File: src/logic/eni_pkg.sv
// shared constants, error node interrupt block
package eni_pkg;
    // ------------------------------------------------------------------
    // register byte offsets
    // ------------------------------------------------------------------
    localparam logic [7:0] A_FEAT = 8'h00;
    localparam logic [7:0] A_CTRL = 8'h08;
    localparam logic [7:0] A_STAT = 8'h10;
    localparam logic [7:0] A_SYND = 8'h14;
    localparam logic [7:0] A_CECNT = 8'h18;
    localparam logic [7:0] A_TSTMP = 8'h1C;
    localparam logic [7:0] A_IRQ = 8'h20;
    localparam logic [7:0] A_TBASE = 8'h24;

    // ------------------------------------------------------------------
    // error_control_reg fields
    // ------------------------------------------------------------------
    localparam int CTL_W = 5;
    localparam int CTL_FI = 0;
    localparam int CTL_CFI = 1;
    localparam int CTL_UI = 2;
    localparam int CTL_DI = 3;
    localparam int CTL_CI = 4;
    localparam logic [4:0] CTRL_RST = 5'h00;

    // ------------------------------------------------------------------
    // status register fields
    // ------------------------------------------------------------------
    localparam int ST_V = 0;
    localparam int ST_UE = 1;
    localparam int ST_DE = 2;
    localparam int ST_CE = 3;
    localparam int ST_CI = 5;
    localparam int ST_OF = 6;
    localparam logic [1:0] CE_SET = 2'h1;

    // ------------------------------------------------------------------
    // feature_reg fields
    // ------------------------------------------------------------------
    localparam int FR_TS = 0;
    localparam int FR_CI = 2;
    localparam int FR_CEC = 4;
    localparam int FR_EDGE = 5;
    localparam logic [1:0] CI_SUPPORTED = 2'h1;
    localparam logic [1:0] TS_NONE = 2'h0;
    localparam logic [1:0] TS_LOCAL = 2'h1;

    // ------------------------------------------------------------------
    // error classes, ordered by priority
    // ------------------------------------------------------------------
    localparam logic [1:0] CLS_NONE = 2'h0;
    localparam logic [1:0] CLS_CE = 2'h1;
    localparam logic [1:0] CLS_DE = 2'h2;
    localparam logic [1:0] CLS_UE = 2'h3;

    // ------------------------------------------------------------------
    // widths and reset levels
    // ------------------------------------------------------------------
    localparam int SYND_W = 16;
    localparam int CNT_W = 8;
    localparam int TB_W = 32;
    localparam logic SYNC_RST = 1'b1;
endpackage

File: src/logic/eni_irq_req.sv
// one interrupt request line, level or pulse form, registered
`timescale 1ns/100ps
module eni_irq_req #(
    parameter bit EDGE = 1'b0,
    parameter bit WR_EDGE = 1'b0
) (
    input wire logic ref_clk_i,
    input wire logic rst_n_i,
    input wire logic clr_i,
    input wire logic lvl_i,
    input wire logic evt_i,
    input wire logic wr_i,
    output logic req_o
);
    typedef struct packed {
        logic lvl_q;
        logic req;
    } eni_req_st_t;

    eni_req_st_t s;
    eni_req_st_t next_s;

    // pulse form: one cycle per event, plus optional pulse when a
    // register write makes the level condition rise
    always_comb begin
        next_s.lvl_q = lvl_i;
        if (EDGE) begin
            next_s.req = evt_i;
            if (WR_EDGE && wr_i && lvl_i && !s.lvl_q) begin
                next_s.req = 1'b1;
            end
        end else begin
            next_s.req = lvl_i;
        end
        if (clr_i) begin
            next_s = '0;
        end
    end

    // outputs low during cold reset
    always_ff @(posedge ref_clk_i or negedge rst_n_i) begin
        if (!rst_n_i) begin
            s <= '0;
        end else begin
            s <= next_s;
        end
    end

    assign req_o = s.req;
endmodule

File: src/logic/eni_sync.sv
// two-flop synchroniser for one asynchronous level
`timescale 1ns/100ps
module eni_sync (
    input wire logic ref_clk_i,
    input wire logic rst_n_i,
    input wire logic d_i,
    output logic q_o
);
    typedef struct packed {
        logic s1;
        logic s2;
    } eni_sync_st_t;

    eni_sync_st_t s;
    eni_sync_st_t next_s;

    // first stage feeds only the second stage
    always_comb begin
        next_s.s1 = d_i;
        next_s.s2 = s.s1;
    end

    always_ff @(posedge ref_clk_i or negedge rst_n_i) begin
        if (!rst_n_i) begin
            s <= {eni_pkg::SYNC_RST, eni_pkg::SYNC_RST};
        end else begin
            s <= next_s;
        end
    end

    assign q_o = s.s2;
endmodule

File: src/logic/eni_top.sv
// error node record, apb registers and interrupt request generation
//
// How it works
// - level fault: enable, valid, deferred or uncorrected
// - level fault: corrected enable, valid, counter overflow
// - level fault without counter: valid, corrected field
// - level recovery: uncorrected enable, valid, uncorrected
// - level recovery: deferred enable, valid, deferred
// - level critical: enable, valid, critical flag
// - pulse fault on enabled deferred or uncorrected detection
// - pulse fault on enabled corrected event
// - pulse recovery on enabled uncorrected error
// - pulse recovery on enabled deferred error
// - pulse critical on every enabled critical record
// - pulse even when syndrome is discarded
// - optional pulse when a write creates condition
// - outputs follow events within bounded cycles
// - build parameter picks pulse or level outputs
// - cold reset clears every state bit except the synchroniser flops, which reset to 1
// - recovery reset keeps recorded syndrome
// - timestamp captured when error is recorded
// - overwritten record gets new timestamp
// - discarded error leaves timestamp unchanged
// - two-bit feature field reports timestamp support
// - timebase is plain binary, monotonic, fixed rate
// - critical interrupt enabled only while bit is 1
// - corrected event: overflow or each corrected error
//
// The placing of the registers and the APB interface to the registers were decided locally.
`timescale 1ns/100ps
module eni_top #(
    parameter bit EDGE_MODE = 1'b0,
    parameter bit WR_EDGE = 1'b0,
    parameter bit HAS_CE_CNT = 1'b1,
    parameter logic [1:0] TS_SEL = eni_pkg::TS_LOCAL
) (
    input wire logic ref_clk_i,
    input wire logic rst_n_i,
    input wire logic er_rst_n_i,
    input wire logic psel_i,
    input wire logic penable_i,
    input wire logic pwrite_i,
    input wire logic [7:0] paddr_i,
    input wire logic [31:0] pwdata_i,
    output logic [31:0] prdata_o,
    output logic pready_o,
    output logic pslverr_o,
    input wire logic err_det_i,
    input wire logic [1:0] err_cls_i,
    input wire logic err_crit_i,
    input wire logic [15:0] err_synd_i,
    output logic fault_irq_o,
    output logic recov_irq_o,
    output logic crit_irq_o
);
    // ------------------------------------------------------------------
    // state
    // ------------------------------------------------------------------
    typedef struct packed {
        logic [eni_pkg::CTL_W-1:0] ctrl;
        logic vld;
        logic ue;
        logic de;
        logic [1:0] ce;
        logic ci;
        logic ovf;
        logic [eni_pkg::SYND_W-1:0] synd;
        logic [eni_pkg::CNT_W-1:0] cecnt;
        logic [eni_pkg::TB_W-1:0] tbase;
        logic [eni_pkg::TB_W-1:0] tstamp;
        logic rdy;
        logic slverr;
        logic [31:0] rdata;
        logic wr_q;
    } eni_top_st_t;

    eni_top_st_t s;
    eni_top_st_t next_s;

    logic er_rst_n;
    logic er_clr;
    logic acc;
    logic wr_take;
    logic mapped;
    logic [1:0] cls_eff;
    logic [1:0] cur_cls;
    logic take;
    logic ce_evt;
    logic [eni_pkg::CNT_W:0] cnt_sum;
    logic fault_lvl;
    logic recov_lvl;
    logic crit_lvl;
    logic fault_evt;
    logic recov_evt;
    logic crit_evt;
    logic [31:0] feat;
    logic [31:0] stat_word;
    logic [31:0] rd_mux;

    // ------------------------------------------------------------------
    // error-recovery reset pin
    // ------------------------------------------------------------------
    // pin is asynchronous to the node clock
    eni_sync u_er_sync (
        .ref_clk_i(ref_clk_i),
        .rst_n_i(rst_n_i),
        .d_i(er_rst_n_i),
        .q_o(er_rst_n)
    );
    assign er_clr = !er_rst_n;

    // ------------------------------------------------------------------
    // error classification
    // ------------------------------------------------------------------
    // critical with interrupt disabled is treated as uncorrected
    always_comb begin
        cls_eff = err_cls_i;
        if (err_crit_i && !s.ctrl[eni_pkg::CTL_CI]) begin
            cls_eff = eni_pkg::CLS_UE;
        end
        if (s.ue) begin
            cur_cls = eni_pkg::CLS_UE;
        end else if (s.de) begin
            cur_cls = eni_pkg::CLS_DE;
        end else if (s.ce != 2'h0) begin
            cur_cls = eni_pkg::CLS_CE;
        end else begin
            cur_cls = eni_pkg::CLS_NONE;
        end
    end

    // lower priority error leaves the record
    assign take = err_det_i && (cls_eff != eni_pkg::CLS_NONE)
        && (!s.vld || cls_eff >= cur_cls);

    // corrected-error counter; carry out is the overflow
    assign cnt_sum = {1'b0, s.cecnt} + {{eni_pkg::CNT_W{1'b0}}, 1'b1};

    // event depends on whether the counter is built
    always_comb begin
        if (HAS_CE_CNT) begin
            ce_evt = err_det_i && cls_eff == eni_pkg::CLS_CE
                && cnt_sum[eni_pkg::CNT_W];
        end else begin
            ce_evt = err_det_i && cls_eff == eni_pkg::CLS_CE;
        end
    end

    // ------------------------------------------------------------------
    // event terms for pulse form
    // ------------------------------------------------------------------
    // taken from detection, not from the record, so a discarded
    // syndrome still raises its request
    always_comb begin
        fault_evt = 1'b0;
        recov_evt = 1'b0;
        crit_evt = 1'b0;
        if (s.ctrl[eni_pkg::CTL_FI] && err_det_i
            && (cls_eff == eni_pkg::CLS_DE
            || cls_eff == eni_pkg::CLS_UE)) begin
            fault_evt = 1'b1;
        end
        if (s.ctrl[eni_pkg::CTL_CFI] && ce_evt) begin
            fault_evt = 1'b1;
        end
        if (s.ctrl[eni_pkg::CTL_UI] && err_det_i
            && cls_eff == eni_pkg::CLS_UE) begin
            recov_evt = 1'b1;
        end
        if (s.ctrl[eni_pkg::CTL_DI] && err_det_i
            && cls_eff == eni_pkg::CLS_DE) begin
            recov_evt = 1'b1;
        end
        if (s.ctrl[eni_pkg::CTL_CI] && err_det_i && err_crit_i) begin
            crit_evt = 1'b1;
        end
    end

    // ------------------------------------------------------------------
    // level terms from the record
    // ------------------------------------------------------------------
    always_comb begin
        fault_lvl = s.ctrl[eni_pkg::CTL_FI] && s.vld
            && (s.de || s.ue);
        if (HAS_CE_CNT) begin
            fault_lvl = fault_lvl || (s.ctrl[eni_pkg::CTL_CFI]
                && s.vld && s.ovf);
        end else begin
            fault_lvl = fault_lvl || (s.ctrl[eni_pkg::CTL_CFI]
                && s.vld && s.ce != 2'h0);
        end
        recov_lvl = (s.ctrl[eni_pkg::CTL_UI] && s.vld && s.ue)
            || (s.ctrl[eni_pkg::CTL_DI] && s.vld && s.de);
        crit_lvl = s.ctrl[eni_pkg::CTL_CI] && s.vld && s.ci;
    end

    // ------------------------------------------------------------------
    // read side of the register file
    // ------------------------------------------------------------------
    always_comb begin
        feat = 32'h0;
        feat[eni_pkg::FR_TS +: 2] = TS_SEL;
        feat[eni_pkg::FR_CI +: 2] = eni_pkg::CI_SUPPORTED;
        feat[eni_pkg::FR_CEC] = HAS_CE_CNT;
        feat[eni_pkg::FR_EDGE] = EDGE_MODE;
        stat_word = 32'h0;
        stat_word[eni_pkg::ST_V] = s.vld;
        stat_word[eni_pkg::ST_UE] = s.ue;
        stat_word[eni_pkg::ST_DE] = s.de;
        stat_word[eni_pkg::ST_CE +: 2] = s.ce;
        stat_word[eni_pkg::ST_CI] = s.ci;
        stat_word[eni_pkg::ST_OF] = s.ovf;
        mapped = 1'b1;
        rd_mux = 32'h0;
        case (paddr_i)
            eni_pkg::A_FEAT: rd_mux = feat;
            eni_pkg::A_CTRL: begin
                rd_mux[eni_pkg::CTL_W-1:0] = s.ctrl;
            end
            eni_pkg::A_STAT: rd_mux = stat_word;
            eni_pkg::A_SYND: begin
                rd_mux[eni_pkg::SYND_W-1:0] = s.synd;
            end
            eni_pkg::A_CECNT: begin
                rd_mux[eni_pkg::CNT_W-1:0] = s.cecnt;
            end
            eni_pkg::A_TSTMP: rd_mux = s.tstamp;
            eni_pkg::A_IRQ: begin
                rd_mux[2:0] = {crit_irq_o, recov_irq_o, fault_irq_o};
            end
            eni_pkg::A_TBASE: rd_mux = s.tbase;
            default: mapped = 1'b0;
        endcase
    end

    // first access cycle arms pready, second ends it
    assign acc = psel_i && penable_i;
    assign wr_take = acc && s.rdy && pwrite_i && !s.slverr;

    // ------------------------------------------------------------------
    // next state
    // ------------------------------------------------------------------
    always_comb begin
        next_s = s;
        next_s.wr_q = 1'b0;
        // free running, cleared only by cold reset
        next_s.tbase = s.tbase + 32'h1;
        // bus handshake: one wait state before pready
        if (acc && !s.rdy) begin
            next_s.rdy = 1'b1;
            next_s.slverr = !mapped;
            next_s.rdata = pwrite_i ? 32'h0 : rd_mux;
        end else begin
            next_s.rdy = 1'b0;
            next_s.slverr = 1'b0;
            next_s.rdata = 32'h0000_0000;
        end
        // software writes first, hardware sets below win over them
        if (wr_take) begin
            case (paddr_i)
                eni_pkg::A_CTRL: begin
                    next_s.ctrl = pwdata_i[eni_pkg::CTL_W-1:0];
                    next_s.wr_q = 1'b1;
                end
                eni_pkg::A_STAT: begin
                    // write one to clear
                    next_s.vld = s.vld & ~pwdata_i[eni_pkg::ST_V];
                    next_s.ue = s.ue & ~pwdata_i[eni_pkg::ST_UE];
                    next_s.de = s.de & ~pwdata_i[eni_pkg::ST_DE];
                    next_s.ce = s.ce & ~pwdata_i[eni_pkg::ST_CE +: 2];
                    next_s.ci = s.ci & ~pwdata_i[eni_pkg::ST_CI];
                    next_s.ovf = s.ovf & ~pwdata_i[eni_pkg::ST_OF];
                    next_s.wr_q = 1'b1;
                end
                eni_pkg::A_CECNT: begin
                    next_s.cecnt = pwdata_i[eni_pkg::CNT_W-1:0];
                    next_s.wr_q = 1'b1;
                end
                default: begin
                    next_s.wr_q = 1'b0;
                end
            endcase
        end
        // corrected errors count even when not recorded, unless a critical mark with its interrupt disabled makes them uncorrected
        if (HAS_CE_CNT && err_det_i && cls_eff == eni_pkg::CLS_CE) begin
            next_s.cecnt = cnt_sum[eni_pkg::CNT_W-1:0];
            if (cnt_sum[eni_pkg::CNT_W]) begin
                next_s.ovf = 1'b1;
                next_s.vld = 1'b1;
            end
        end
        // record the new error or drop its syndrome and time
        if (take) begin
            next_s.vld = 1'b1;
            next_s.synd = err_synd_i;
            next_s.ue = cls_eff == eni_pkg::CLS_UE;
            next_s.de = cls_eff == eni_pkg::CLS_DE;
            next_s.ce = (cls_eff == eni_pkg::CLS_CE) ? eni_pkg::CE_SET
                : 2'h0;
            next_s.ci = err_crit_i;
            if (TS_SEL != eni_pkg::TS_NONE) begin
                next_s.tstamp = s.tbase;
            end
        end
        // recovery reset: operating logic only, syndrome kept
        if (er_clr) begin
            next_s.ctrl = eni_pkg::CTRL_RST;
            next_s.rdy = 1'b0;
            next_s.slverr = 1'b0;
            next_s.rdata = 32'h0000_0000;
            next_s.wr_q = 1'b0;
        end
    end

    // ------------------------------------------------------------------
    // state register
    // ------------------------------------------------------------------
    always_ff @(posedge ref_clk_i or negedge rst_n_i) begin
        if (!rst_n_i) begin
            s <= '0;
            s.ctrl <= eni_pkg::CTRL_RST;
        end else begin
            s <= next_s;
        end
    end

    assign prdata_o = s.rdata;
    assign pready_o = s.rdy;
    assign pslverr_o = s.slverr;

    // ------------------------------------------------------------------
    // request lines
    // ------------------------------------------------------------------
    // level form lags the record by one flop; pulse form lags the
    // detection by one flop, so both settle within two edges
    eni_irq_req #(.EDGE(EDGE_MODE), .WR_EDGE(WR_EDGE)) u_fault (
        .ref_clk_i(ref_clk_i),
        .rst_n_i(rst_n_i),
        .clr_i(er_clr),
        .lvl_i(fault_lvl),
        .evt_i(fault_evt),
        .wr_i(s.wr_q),
        .req_o(fault_irq_o)
    );

    eni_irq_req #(.EDGE(EDGE_MODE), .WR_EDGE(WR_EDGE)) u_recov (
        .ref_clk_i(ref_clk_i),
        .rst_n_i(rst_n_i),
        .clr_i(er_clr),
        .lvl_i(recov_lvl),
        .evt_i(recov_evt),
        .wr_i(s.wr_q),
        .req_o(recov_irq_o)
    );

    eni_irq_req #(.EDGE(EDGE_MODE), .WR_EDGE(WR_EDGE)) u_crit (
        .ref_clk_i(ref_clk_i),
        .rst_n_i(rst_n_i),
        .clr_i(er_clr),
        .lvl_i(crit_lvl),
        .evt_i(crit_evt),
        .wr_i(s.wr_q),
        .req_o(crit_irq_o)
    );
endmodule
File: config.mk
export PLATFORM = sky130hd
export DESIGN_NAME = eni_top
export DESIGN_NICKNAME = d
export VERILOG_FILES = /design/src/logic/eni_pkg.sv /design/src/logic/eni_irq_req.sv /design/src/logic/eni_sync.sv /design/src/logic/eni_top.sv
export SDC_FILE = /design/constraint.sdc
export NUM_CORES = 1
export LEC_CHECK = 0
export BUFFER_PORTS_ARGS = -buffer_cell sky130_fd_sc_hd__buf_2
export CAP_MARGIN = 10
export CORE_MARGIN = 2
export CORE_UTILIZATION = 57
export CTS_CLUSTER_SIZE = 12
export DETAILED_ROUTE_END_ITERATION = 10
export GPL_TIMING_DRIVEN = 1
export PLACE_DENSITY = 0.8
export SLEW_MARGIN = 20
export SYNTH_ARGS = -nofsm -noshare
export SYNTH_HDL_FRONTEND = slang
export SYNTH_SLANG_ARGS = --single-unit
File: constraint.sdc
create_clock -name ref_clk_i -period 3.44 [get_ports ref_clk_i]
set_clock_uncertainty 0.05 [all_clocks]
set_input_delay 0.172 -clock ref_clk_i [delete_from_list [all_inputs] [get_ports ref_clk_i]]
set_output_delay 0.172 -clock ref_clk_i [all_outputs]
set_load 0.005 [all_outputs]
# ---- Yosys cells after proc, flatten, opt, wreduce, memory -nomap -nowiden
# Cells that the tools add are included.
dict set report word_totals {
  register_bits 139
  inputBits 66
  out_inout_bits 37
  word_cells 117
}
dict set report op_classes {
  add_sub_neg 2
  order_cmp 1
  n_eq_ne 12
  muxes 31
  bitwise_logic 12
  n_reduce_logical 40
}
# op count
set op_table {}
lappend op_table {{$mux 35} 1}
lappend op_table {{$mux 34} 1}
lappend op_table {{$add 32x1->32 const B} 1}
lappend op_table {{$eq 8x5->1 const B} 4}
lappend op_table {{$mux 32} 1}
lappend op_table {{$pmux 16 s2} 1}
lappend op_table {{$mux 8} 3}
lappend op_table {{$pmux 3 s8} 1}
lappend op_table {{$pmux 8 s3} 1}
lappend op_table {{$logic_and 1x1->1} 19}
lappend op_table {{$eq 8x6->1 const B} 2}
lappend op_table {{$pmux 3 s5} 1}
lappend op_table {{$pmux 2 s7} 1}
lappend op_table {{$mux 1} 12}
lappend op_table {{$mux 12} 1}
lappend op_table {{$reduce_bool 2->1} 6}
lappend op_table {{$mux 5} 2}
lappend op_table {{$add 8x1->9 const B} 1}
lappend op_table {{$eq 8x4->1 const B} 1}
lappend op_table {{$logic_not 8->1} 1}
lappend op_table {{$reduce_or 8->1} 1}
lappend op_table {{$mux 7} 1}
lappend op_table {{$mux 2} 3}
lappend op_table {{$mux 6} 1}
lappend op_table {{12 further kinds} 31}

# ---- Depth between registers and ports, before layout
# Gate-level depths: netlist of the first run.
dict set report depth {
  ltp_word 9
  mapped_depth 8
  mapped_depth_nobuf 7
}

# ---- Modules after synthesis
# Synthesis of the first run repeated with hierarchy kept, for this count alone.
dict set report unflattened {
  hier_cells 692
  hier_area_um2 6608.8
}
# module n_inst cells_each area_per_inst_um2 seq_area_each_um2
set modules_own_cells {}
lappend modules_own_cells {eni_top 1 684 6439.9 3378.2}
lappend modules_own_cells {eni_irq_req 3 2 38.8 25.0}
lappend modules_own_cells {eni_sync 1 2 52.6 52.6}

# ---- Worst setup path after synthesis of the first run
# Ideal clock, no wire load.
dict set report synth_path {
  kind {flip-flop to flip-flop}
  startpoint {register s[134] (netlist name)}
  endpoint {register s[109] (netlist name)}
  setup_time_ps 125
  arrival_ps 2245
  t_required_ps 3265
  path_slack_ps 1020
  path_stages_with_launch 9
  path_buffers 1
  period_less_slack_ps 2420
  path_cell_list {dfrtp_1 -> nor2b_1 -> nor2_1 -> ha_1 -> nand2b_1 -> a21oi_1 -> nor3_2 -> buf_2 -> mux2_2}
}
dict set report synth_between {
  elab_chain_len 6
  elab_cells_between_ends 8
  classes_between {1 x order compare; 1 x mux; 6 x reduce/logical}
}
# item line
set synth_lines {}
lappend synth_lines {{start, declared} eni_top.sv:77} ;# eni_top_st_t s;
lappend synth_lines {{start signal, assigned} eni_top.sv:323} ;# s <= next_s;
lappend synth_lines {{$logic_not 1->1 (*)} eni_top.sv:118} ;# if (err_crit_i && !s.ctrl[eni_pkg::CTL_CI]) begin
lappend synth_lines {{$logic_and 1x1->1 (*)} eni_top.sv:118}
lappend synth_lines {{$mux 2 (*)} eni_top.sv:118}
lappend synth_lines {{$ge 2x2->1 / $reduce_bool 2->1 (equally long branches)} {eni_top.sv:134, eni_top.sv:133}}
lappend synth_lines {{$logic_or 1x1->1 / $logic_and 1x1->1 (equally long branches)} {eni_top.sv:134, eni_top.sv:133}}
lappend synth_lines {{$logic_and 1x1->1 (*)} eni_top.sv:134} ;# && (!s.vld || cls_eff >= cur_cls);
# Mark *: on every way between the ends. The rest lies on a longest branch, timed or not.
# A chain may end at the register's enable or synchronous reset.

# ---- Final worst setup path of the first run
dict set report layout_path {
  startpoint {register s[134] (netlist name)}
  endpoint {register s[107] (netlist name)}
}
# Same word-level chain as after synthesis.

==> results of run 1 <==
critical path, cell delays in order, from the launching register on:
cell and delay [ns]:
sky130_fd_sc_hd__dfrtp_1 0.42, sky130_fd_sc_hd__nor2b_1 0.46, sky130_fd_sc_hd__nor2_1 0.16, sky130_fd_sc_hd__ha_1 0.32, sky130_fd_sc_hd__nand2b_1 0.14, sky130_fd_sc_hd__a21oi_1 0.38
sky130_fd_sc_hd__nor3_4 0.09, sky130_fd_sc_hd__buf_12 0.21, sky130_fd_sc_hd__mux2_1 0.35
cell type report:
type / instances / area, sq um / area share
flip-flops and latches: 139 / 3480 / 0.452
clock inverters: 15 / 211 / 0.0274
clock buffers: 17 / 425 / 0.0552
inverters: 17 / 63.8 / 0.00828
repair buffers: 107 / 684 / 0.0888
well taps: 143 / 179 / 0.0232
multi-input cells: 356 / 2660 / 0.345
worst paths after layout:
check / depth (start not counted) / to / slack (ns) / startpoint
max: 8 / s[107]$_DFFE_PN0P_ / 0.70 / s[134]$_DFFE_PN0P_
min: 3 / s[127]$_DFFE_PN0P_ / 0.02 / err_cls_i[1]
max reg2reg: 8 / s[107]$_DFFE_PN0P_ / 0.70 / s[134]$_DFFE_PN0P_
min reg2reg: 0 / u_er_sync.q_o$_DFF_PN1_ / 0.31 / u_er_sync.next_s[0]$_DFF_PN1_
max in group asynchronous: 3 / s[41]$_DFFE_PN0P_ / 2.14 / rst_n_i
min in group asynchronous: 2 / s[101]$_DFFE_PN0P_ / 0.32 / rst_n_i
metrics by stage:
step                      utilization  cell area (sq um)  worst slack, ns  std cells
after floorplan                     -               6560             1.02        569
after CTS                       0.680               7700            0.756        794
after detailed placement        0.604               6840            0.768        739
after global routing            0.681               7710            0.476        794
final                           0.681               7710            0.696        794
after global placement          0.604               6840            0.826        739
layer usage:
| layer | wire length [um] | vias to the layer above | GRT usage |
|---|---|---|---|
| li1 | - | 2181 | - |
| met1 | 6460 | 2425 | 0.346 |
| met2 | 7170 | 176 | 0.400 |
| met3 | 923 | 28 | 0.0694 |
| met4 | 312 | 0 | 0.0955 |
| met5 | 0 | - | 0 |
sequential cells by signal, indices dropped and copies added (netlist names):
signal,count
prdata_o,32
pready_o,1
pslverr_o,1
s,100
u_crit.req_o,1
u_er_sync.next_s,1
u_er_sync.q_o,1
u_fault.req_o,1
u_recov.req_o,1
power by group:
| part | switching [mW] | total (mW) | leakage [nW] | internal [mW] |
|---|---|---|---|---|
| clock | 0.734 | 1.96 | 0.303 | 1.23 |
| combinational | 0.305 | 0.620 | 1.29 | 0.315 |
| sequential | 0.157 | 1.97 | 1.85 | 1.81 |
| total | 1.20 | 4.55 | 3.44 | 3.35 |
timing repair:
action | in CTS | in global routing
hold buffers | 23 | 0
setup buffers | 0 | 0
hold endpoints to repair | 104 | 0
layout by cell type (no fill, tap or decap), types with 4 or more instances in the layout:
| master | instances |
|---|---|
| sky130_fd_sc_hd__a21oi_1 | 12 |
| sky130_fd_sc_hd__a221oi_1 | 5 |
| sky130_fd_sc_hd__a222oi_1 | 9 |
| sky130_fd_sc_hd__a22oi_1 | 21 |
| sky130_fd_sc_hd__and2_1 | 5 |
| sky130_fd_sc_hd__and3_1 | 8 |
| sky130_fd_sc_hd__and4_1 | 4 |
| sky130_fd_sc_hd__buf_2 | 77 |
| sky130_fd_sc_hd__buf_4 | 5 |
| sky130_fd_sc_hd__bufinv_16 | 4 |
| sky130_fd_sc_hd__clkbuf_16 | 17 |
| sky130_fd_sc_hd__dfrtp_1 | 137 |
| sky130_fd_sc_hd__dlygate4sd3_1 | 23 |
| sky130_fd_sc_hd__ha_1 | 4 |
| sky130_fd_sc_hd__inv_1 | 17 |
| sky130_fd_sc_hd__inv_6 | 4 |
| sky130_fd_sc_hd__mux2_1 | 11 |
| sky130_fd_sc_hd__mux2_2 | 37 |
| sky130_fd_sc_hd__mux2i_1 | 10 |
| sky130_fd_sc_hd__nand2_1 | 26 |
| sky130_fd_sc_hd__nand2b_1 | 4 |
| sky130_fd_sc_hd__nand3_1 | 19 |
| sky130_fd_sc_hd__nand3b_1 | 5 |
| sky130_fd_sc_hd__nand4_1 | 13 |
| sky130_fd_sc_hd__nor2_1 | 50 |
| sky130_fd_sc_hd__nor2b_1 | 7 |
| sky130_fd_sc_hd__nor3_1 | 10 |
| sky130_fd_sc_hd__o21ai_0 | 5 |
| sky130_fd_sc_hd__xnor2_1 | 24 |
| sky130_fd_sc_hd__xor2_1 | 6 |
cell families after synthesis:
kind of cell	count (synthesis)	synth area share
and+or+nand+nor	178	0.154
DFF	139	0.531
muxes	61	0.108
adders and majority gates	4	0.00763
buffers and inverters	74	0.0647
xor gates and xnor gates	30	0.0401
AOI/OAI and AO/OA	83	0.0947
==> run summary, run 1 <==
number of flops mapped to enable cells by yosys: 0
clock sink total: 139
list of most frequent post-synthesis cells: sky130_fd_sc_hd__dfrtp_1, sky130_fd_sc_hd__nor2_1, sky130_fd_sc_hd__mux2_2, sky130_fd_sc_hd__buf_4, sky130_fd_sc_hd__nand2_1
worst supply voltage drop on vdd: 0.396 mV
Mean Syn Cell Area: 11.5 sq um
maximum number of pins on one net before global-route repair: 87
headroom to the max-slew limit: 0.423
global-route usage over all layers: 0.256
async set or reset register ratio after synthesis: 1.00
number of standard-cell rows in the floorplan: 39
shortest period the worst path allows: 2.74 ns
endpoints failing setup: 0
RSZ-0062 raised after global routing: false
Syn. warnings: 0
most frequent cell after synthesis: sky130_fd_sc_hd__dfrtp_1
largest driver fanout on the critical path: 53
final setup TNS: 0 ns
filler instances: 828
die outline area: 12400 sq um
via density per instance: 6.06
Resized cells post-CTS: 0
pwr/cell area: 590 nW/um^2
Most used DFF post-synth: sky130_fd_sc_hd__dfrtp_1
global route total overflow: 0
vertical die dimension: 111 um
maximum operating frequency: 0.364 GHz
standard cell core area: 11300 sq um
Worst Hold Slack: 0.0230 ns
required time at the endpoint of the critical path: 3.68 ns
H-tree levels: 4
share of synthesized area occupied by flip-flops and latches: 0.531
detailed-placement wirelength estimate: 9680 um
Overall Power: 4.55 mW
wire length of the first global-routing pass: 25000 um
DRC violations left: 0
clock latency reported for the late side of the worst-skew pair: 0.43 ns
share of post-route cells with drive strength above 1: 0.266
data arrival time of the critical path: 2.99 ns
FF+latch count, synth: 139
area of the mapped netlist: 6560 sq um
cts bufs inserted: 17
Max Buffers Root-to-Sink: 2
antenna diode count: 0
Maximum Capacitance Violations: 0
I/O pin total: 103
# port buffers: 78
routed vias: 4810
routability cong.: 0.866
critical path launch point type: register
area leader, netlist: sky130_fd_sc_hd__dfrtp_1
Worst Path Class, Setup: reg2reg
leakage power of the design: 3.44 nW
Die W: 111 um
transition time at the pin with the least slew margin: 0.858 ns
cell at the root of the clock tree: sky130_fd_sc_hd__clkbuf_16
total wire length: 14900 um
vias in the first global route: 4932
Area Growth Syn to Fin: 17.6%
share of Yosys cell area claimed by the top area cell type: 0.523
Final Max Slew Viols: 0
number of unique standard cell types used by synthesis: 61
status: finished, final reports clean
final clock period utilization by the worst path: 0.798
net count after synthesis: 639
final-report hold violation count: 0
number of standard cells after synthesis: 569
number of optimization iterations in the first detailed-route pass: 6
kind of capture point of the worst setup path: register
antenna viol nets, final: 0
number of antenna violations at the first check in global routing: 0
starting utilization of the core area: 0.579
count of nets after finishing: 708
CTS tree: yes
number of DRC markers in iteration 0: 369
leading cell types by total area after synthesis: sky130_fd_sc_hd__dfrtp_1, sky130_fd_sc_hd__mux2_2, sky130_fd_sc_hd__buf_4, sky130_fd_sc_hd__xnor2_1, sky130_fd_sc_hd__nor2_1
Wirelength per Cell: 18.7 um
worst hold path class: in2reg
clock transition at the register clock pins on the worst setup and hold paths after CTS: 0.06 ns
No activity file was read; power rests on OpenSTA's default activity.
==> run 2, diff against run 1 <==
--- a/config.mk
+++ b/config.mk
@@ -8,11 +8,11 @@
 export BUFFER_PORTS_ARGS = -buffer_cell sky130_fd_sc_hd__buf_2
 export CAP_MARGIN = 10
 export CORE_MARGIN = 2
-export CORE_UTILIZATION = 57
+export CORE_UTILIZATION = 51
 export CTS_CLUSTER_SIZE = 12
 export DETAILED_ROUTE_END_ITERATION = 10
 export GPL_TIMING_DRIVEN = 1
-export PLACE_DENSITY = 0.8
+export PLACE_DENSITY = 0.76
 export SLEW_MARGIN = 20
 export SYNTH_ARGS = -nofsm -noshare
 export SYNTH_HDL_FRONTEND = slang
==> constraint.sdc (replaced) <==
create_clock -name ref_clk_i -period 2.4 [get_ports ref_clk_i]
set_clock_uncertainty 0.05 [all_clocks]
set_input_delay 0.12 -clock ref_clk_i [delete_from_list [all_inputs] [get_ports ref_clk_i]]
set_output_delay 0.12 -clock ref_clk_i [all_outputs]
set_load 0.005 [all_outputs]
==> run 2 against run 1 <==
Routed wire length down 1.4%. Power up 40%. Count of clock-buffer cells in the layout up 1. Worst setup slack worse by 0.64 ns. Design area up 1.8%. First-iteration DRC count up 28%. Utilization down 5.7 points. Critical endpoint is now s[60]$_DFFE_PN0P_.
==> run summary, run 2 (same netlist as run 1, synthesis figures left out) <==
commonest cells after routing, fill and taps aside: sky130_fd_sc_hd__dfrtp_1, sky130_fd_sc_hd__buf_2, sky130_fd_sc_hd__nor2_1
final design area excluding fillers: 7850 sq um
final worst-path setup slack: 0.0512 ns
maximum number of pins on one net before global-route repair: 59
worst supply voltage drop on vdd: 0.531 mV
clock sink total: 139
final setup TNS: 0 ns
vertical die dimension: 117 um
Die W: 117 um
transition time at the pin with the least slew margin: 0.735 ns
antenna viol nets, final: 0
number of antenna violations at the first check in global routing: 0
endpoints failing setup: 0
global-route usage over all layers: 0.222
status: finished, final reports clean
# port buffers: 78
via density per instance: 5.75
antenna diode count: 0
peak per-stage delay on the critical path: 0.45 ns
worst hold path class: in2reg
RSZ-0062 raised after global routing: false
number of DRC markers in iteration 0: 474
Worst Hold Slack: 0.0193 ns
Maximum Capacitance Violations: 0
clock latency reported for the late side of the worst-skew pair: 0.42 ns
crit path max-delay cell type: sky130_fd_sc_hd__dfrtp_1
final-report hold violation count: 0
clock transition at the register clock pins on the worst setup and hold paths after CTS: 0.06 ns
Most flops, register: s
cell at the root of the clock tree: sky130_fd_sc_hd__clkbuf_16
count of nets after finishing: 721
Sw Ratio: 0.257
number of standard-cell rows in the floorplan: 41
setup bufs post-CTS: 0
cts bufs inserted: 17
most common cell after layout, fill and taps aside: sky130_fd_sc_hd__dfrtp_1
fraction of power consumed by sequential logic: 0.440
Worst Path Class, Setup: reg2reg
Area Growth Syn to Fin: 19.7%
number of optimization iterations in the first detailed-route pass: 5
detailed-placement wirelength estimate: 9790 um
vias in the first global route: 4845
Max Buffers Root-to-Sink: 2
Clock Power Share: 0.415
Wirelength per Cell: 17.5 um
data arrival time of the critical path: 2.60 ns
global route total overflow: 0
headroom to the max-slew limit: 0.506
cells along the critical path: nor2b_2 > or2_2 > ha_1 > a21oi_2 > nor3_4 > buf_12 > mux2_2
share of post-route cells with drive strength above 1: 0.274
total wire length: 14700 um
I/O pin total: 103
Final Max Slew Viols: 0
largest driver fanout on the critical path: 53
H-tree levels: 4
critical path launch point type: register
starting utilization of the core area: 0.522
portion of total power attributed to combinational logic: 0.145
CTS tree: yes
die outline area: 13800 sq um
flip-flop count of the largest register after layout: 100
routability cong.: 0.856
area post-placement: 6940 sq um
DRC violations left: 0
cell internal pwr: 4.74 mW
wire length of the first global-routing pass: 24400 um
Net Sw Power: 1.64 mW
routed vias: 4811
shortest period the worst path allows: 2.35 ns
required time at the endpoint of the critical path: 2.65 ns
pwr/cell area: 813 nW/um^2
final clock period utilization by the worst path: 0.979
worst slack at placement: 0.0485 ns
kind of capture point of the worst setup path: register
leakage power of the design: 3.50 nW
maximum operating frequency: 0.426 GHz
standard cell core area: 12600 sq um
==> run 2: stage by stage <==
step                std cells   util  total power [mW]
detailed placement        775  0.552              3.71
global route              836  0.624              6.66
floorplan                 569      -              3.38
finish                    836  0.624              6.38
global placement          775  0.552              3.67
CTS                       836  0.624              6.41
==> run 2: critical path, delay by kind of cell, from the launching register on <==
kind	cells	cell delay [ns]
and+or+nand+nor	3	0.61
buffers and inverters	1	0.30
adders and majority gates	1	0.31
DFF	1	0.45
AOI/OAI and AO/OA	1	0.09
muxes	1	0.38
==> run 2: repair_timing <==
action	CTS	global route
hold buffers	29	0
endpoints found under the setup margin	0	50
resized for setup	0	1
hold endpoints to repair	86	0
==> run 2: final timing paths <==
kind	startpoint	end	slack, ns	depth (start not counted)
max	s[134]$_DFFE_PN0P_	s[60]$_DFFE_PN0P_	0.05	7
min	penable_i	pready_o$_DFF_PN0_	0.02	3
max reg2reg	s[134]$_DFFE_PN0P_	s[60]$_DFFE_PN0P_	0.05	7
min reg2reg	u_er_sync.next_s[0]$_DFF_PN1_	u_er_sync.q_o$_DFF_PN1_	0.31	0
max in group asynchronous	rst_n_i	s[62]$_DFFE_PN0P_	1.35	3
min in group asynchronous	rst_n_i	s[124]$_DFFE_PN0P_	0.19	2
==> run 2: final cells by class <==
cell class | instances | area [sq um]
clock inverter | 14 | 170
tap | 172 | 215
inverter | 17 | 63.8
multi-input combinational | 356 | 2670
sequential | 139 | 3480
clock buffer | 18 | 439
fill | 938 | 4720
timing repair buffer | 120 | 810
==> run 2: power groups by stage <==
stage | clock, mW | sequential (mW) | combinational (mW)
after detailed placement | 0 | 2.83 | 0.874
final | 2.65 | 2.80 | 0.923
after CTS | 2.70 | 2.80 | 0.915
after global placement | 0 | 2.82 | 0.843
after global routing | 2.80 | 2.84 | 1.02
after floorplan | 0 | 2.75 | 0.630
==> run 2: routing by layer <==
metal / vias to the layer above / share of wire / global-route usage
met3: 25 / 0.064 / 0.0443
met4: 0 / 0.020 / 0.0873
met1: 2387 / 0.43 / 0.302
met2: 185 / 0.48 / 0.351
met5: - / 0 / 0
li1: 2214 / - / -
==> run 3, diff against run 2 <==
--- a/config.mk
+++ b/config.mk
@@ -8,11 +8,11 @@
 export BUFFER_PORTS_ARGS = -buffer_cell sky130_fd_sc_hd__buf_2
 export CAP_MARGIN = 10
 export CORE_MARGIN = 2
-export CORE_UTILIZATION = 51
+export CORE_UTILIZATION = 61
 export CTS_CLUSTER_SIZE = 12
 export DETAILED_ROUTE_END_ITERATION = 10
 export GPL_TIMING_DRIVEN = 1
-export PLACE_DENSITY = 0.76
+export PLACE_DENSITY = 0.85
 export SLEW_MARGIN = 20
 export SYNTH_ARGS = -nofsm -noshare
 export SYNTH_HDL_FRONTEND = slang
==> constraint.sdc (replaced) <==
create_clock -name ref_clk_i -period 2.8 [get_ports ref_clk_i]
set_clock_uncertainty 0.05 [all_clocks]
set_input_delay 0.14 -clock ref_clk_i [delete_from_list [all_inputs] [get_ports ref_clk_i]]
set_output_delay 0.14 -clock ref_clk_i [all_outputs]
set_load 0.005 [all_outputs]
==> run 3 against run 2 <==
Sequential power is 14% lower. Highest routed layer unchanged. Global-route usage up 6.9 points. Largest cell class unchanged. Non-clock buffer count is 7 higher.
==> run summary, run 3 (same netlist as run 1, synthesis figures left out) <==
fraction of power consumed by sequential logic: 0.442
routability cong.: 0.882
standard cell core area: 10400 sq um
cts bufs inserted: 17
transition time at the pin with the least slew margin: 0.810 ns
worst slack at placement: 0.199 ns
Die W: 108 um
pwr/cell area: 695 nW/um^2
Worst Hold Slack: 0.0995 ns
die outline area: 11600 sq um
maximum number of pins on one net before global-route repair: 91
final setup TNS: 0 ns
Final Max Slew Viols: 0
DRC violations left: 0
number of standard-cell rows in the floorplan: 37
global route total overflow: 0
kind of capture point of the worst setup path: register
endpoints failing setup: 0
data arrival time of the critical path: 3.08 ns
vias in the first global route: 5079
Net Sw Power: 1.46 mW
wire length of the first global-routing pass: 25500 um
worst supply voltage drop on vdd: 0.519 mV
starting utilization of the core area: 0.632
setup bufs post-CTS: 0
critical path launch point type: register
Max Buffers Root-to-Sink: 2
cell internal pwr: 4.00 mW
count of nets after finishing: 728
vertical die dimension: 108 um
maximum operating frequency: 0.368 GHz
portion of total power attributed to combinational logic: 0.155
CTS tree: yes
clock transition at the register clock pins on the worst setup and hold paths after CTS: 0.06 ns
clock sink total: 139
final worst-path setup slack: 0.0829 ns
cell at the root of the clock tree: sky130_fd_sc_hd__clkbuf_8
required time at the endpoint of the critical path: 3.16 ns
H-tree levels: 4
# port buffers: 78
worst hold path class: in2reg
number of DRC markers in iteration 0: 430
commonest cells after routing, fill and taps aside: sky130_fd_sc_hd__dfrtp_1, sky130_fd_sc_hd__buf_2, sky130_fd_sc_hd__nor2_1
status: finished, final reports clean
Resized cells post-CTS: 0
number of antenna violations at the first check in global routing: 0
final clock period utilization by the worst path: 0.970
Area Growth Syn to Fin: 19.8%
final-report hold violation count: 0
antenna diode count: 0
share of post-route cells with drive strength above 1: 0.265
largest driver fanout on the critical path: 25
via density per instance: 6.27
shortest period the worst path allows: 2.72 ns
r2r setup slk: 0.08 ns
leakage power of the design: 3.53 nW
I/O pin total: 103
Wirelength per Cell: 19.4 um
most common cell after layout, fill and taps aside: sky130_fd_sc_hd__dfrtp_1
Sw Ratio: 0.267
headroom to the max-slew limit: 0.460
routed vias: 5061
Worst Path Class, Setup: reg2reg
Clock Power Share: 0.403
RSZ-0062 raised after global routing: false
total wire length: 15700 um
Maximum Capacitance Violations: 0
detailed-placement wirelength estimate: 9920 um
clock latency reported for the late side of the worst-skew pair: 0.53 ns
global-route usage over all layers: 0.290
Overall Power: 5.46 mW
antenna viol nets, final: 0
Most flops, register: s
flip-flop count of the largest register after layout: 100
number of optimization iterations in the first detailed-route pass: 8
==> run 3: changes by cell type in the layout (fill, tap and decap cells not counted), moves of 2 or more <==
cell / delta
sky130_fd_sc_hd__buf_4: -2
sky130_fd_sc_hd__clkbuf_8: +3
sky130_fd_sc_hd__clkinv_4: -2
sky130_fd_sc_hd__dlygate4sd3_1: +8
sky130_fd_sc_hd__inv_6: +2
==> run 3: per-layer routing <==
layer,vias up,part of all wire,track usage
li1,2228,-,-
met1,2513,0.40,0.372
met2,277,0.50,0.465
met3,43,0.077,0.0660
met4,0,0.028,0.147
met5,-,0,0
==> run 3: power groups by stage <==
stage	combinational [mW]	clock [mW]	sequential, mW
CTS	0.823	2.23	2.40
floorplan	0.539	0	2.36
global placement	0.732	0	2.42
detailed placement	0.767	0	2.43
global route	0.918	2.31	2.43
finish	0.845	2.20	2.41
==> run 3: what timing repair did <==
| action | 4_1_cts | 5_1_grt |
|---|---|---|
| endpoints found under the hold margin | 129 | 0 |
| setup endpoints to repair | 0 | 0 |
| hold buffers | 37 | 0 |
==> run 3: metrics by stage <==
step,util,cell area (sq um),instances
5_1_grt,0.758,7860,807
3_3_place_gp,0.665,6900,738
2_1_floorplan,-,6560,569
3_5_place_dp,0.665,6900,738
6_report,0.758,7860,807
4_1_cts,0.758,7860,807
==> run 3: layout make-up <==
class / count / area [sq um]
clock inverter: 12 / 135
multi-input combinational: 356 / 2660
clock buffer: 20 / 455
timing repair buffer: 127 / 895
tap: 136 / 170
fill: 628 / 2510
inverter: 17 / 63.8
sequential: 139 / 3480
==> run 3: path summary, 6_finish.rpt <==
kind,startpoint,end,cells after the start
max reg2reg,s[134]$_DFFE_PN0P_,s[47]$_DFFE_PN0P_,8
min,paddr_i[4],prdata_o[0]$_DFF_PN0_,4
max in group asynchronous,rst_n_i,u_er_sync.next_s[0]$_DFF_PN1_,3
max,s[134]$_DFFE_PN0P_,s[47]$_DFFE_PN0P_,8
min reg2reg,u_er_sync.next_s[0]$_DFF_PN1_,u_er_sync.q_o$_DFF_PN1_,0
min in group asynchronous,rst_n_i,s[129]$_DFF_PN0_,2
==> run 3: worst max-delay path: stages, from the launching register on <==
cell and delay (ns):
sky130_fd_sc_hd__dfrtp_1 0.41, sky130_fd_sc_hd__nor2b_1 0.10, sky130_fd_sc_hd__buf_4 0.17, sky130_fd_sc_hd__or2_2 0.30
sky130_fd_sc_hd__ha_1 0.31, sky130_fd_sc_hd__a21oi_1 0.14, sky130_fd_sc_hd__nor3_4 0.48, sky130_fd_sc_hd__buf_12 0.26
sky130_fd_sc_hd__mux2_2 0.36
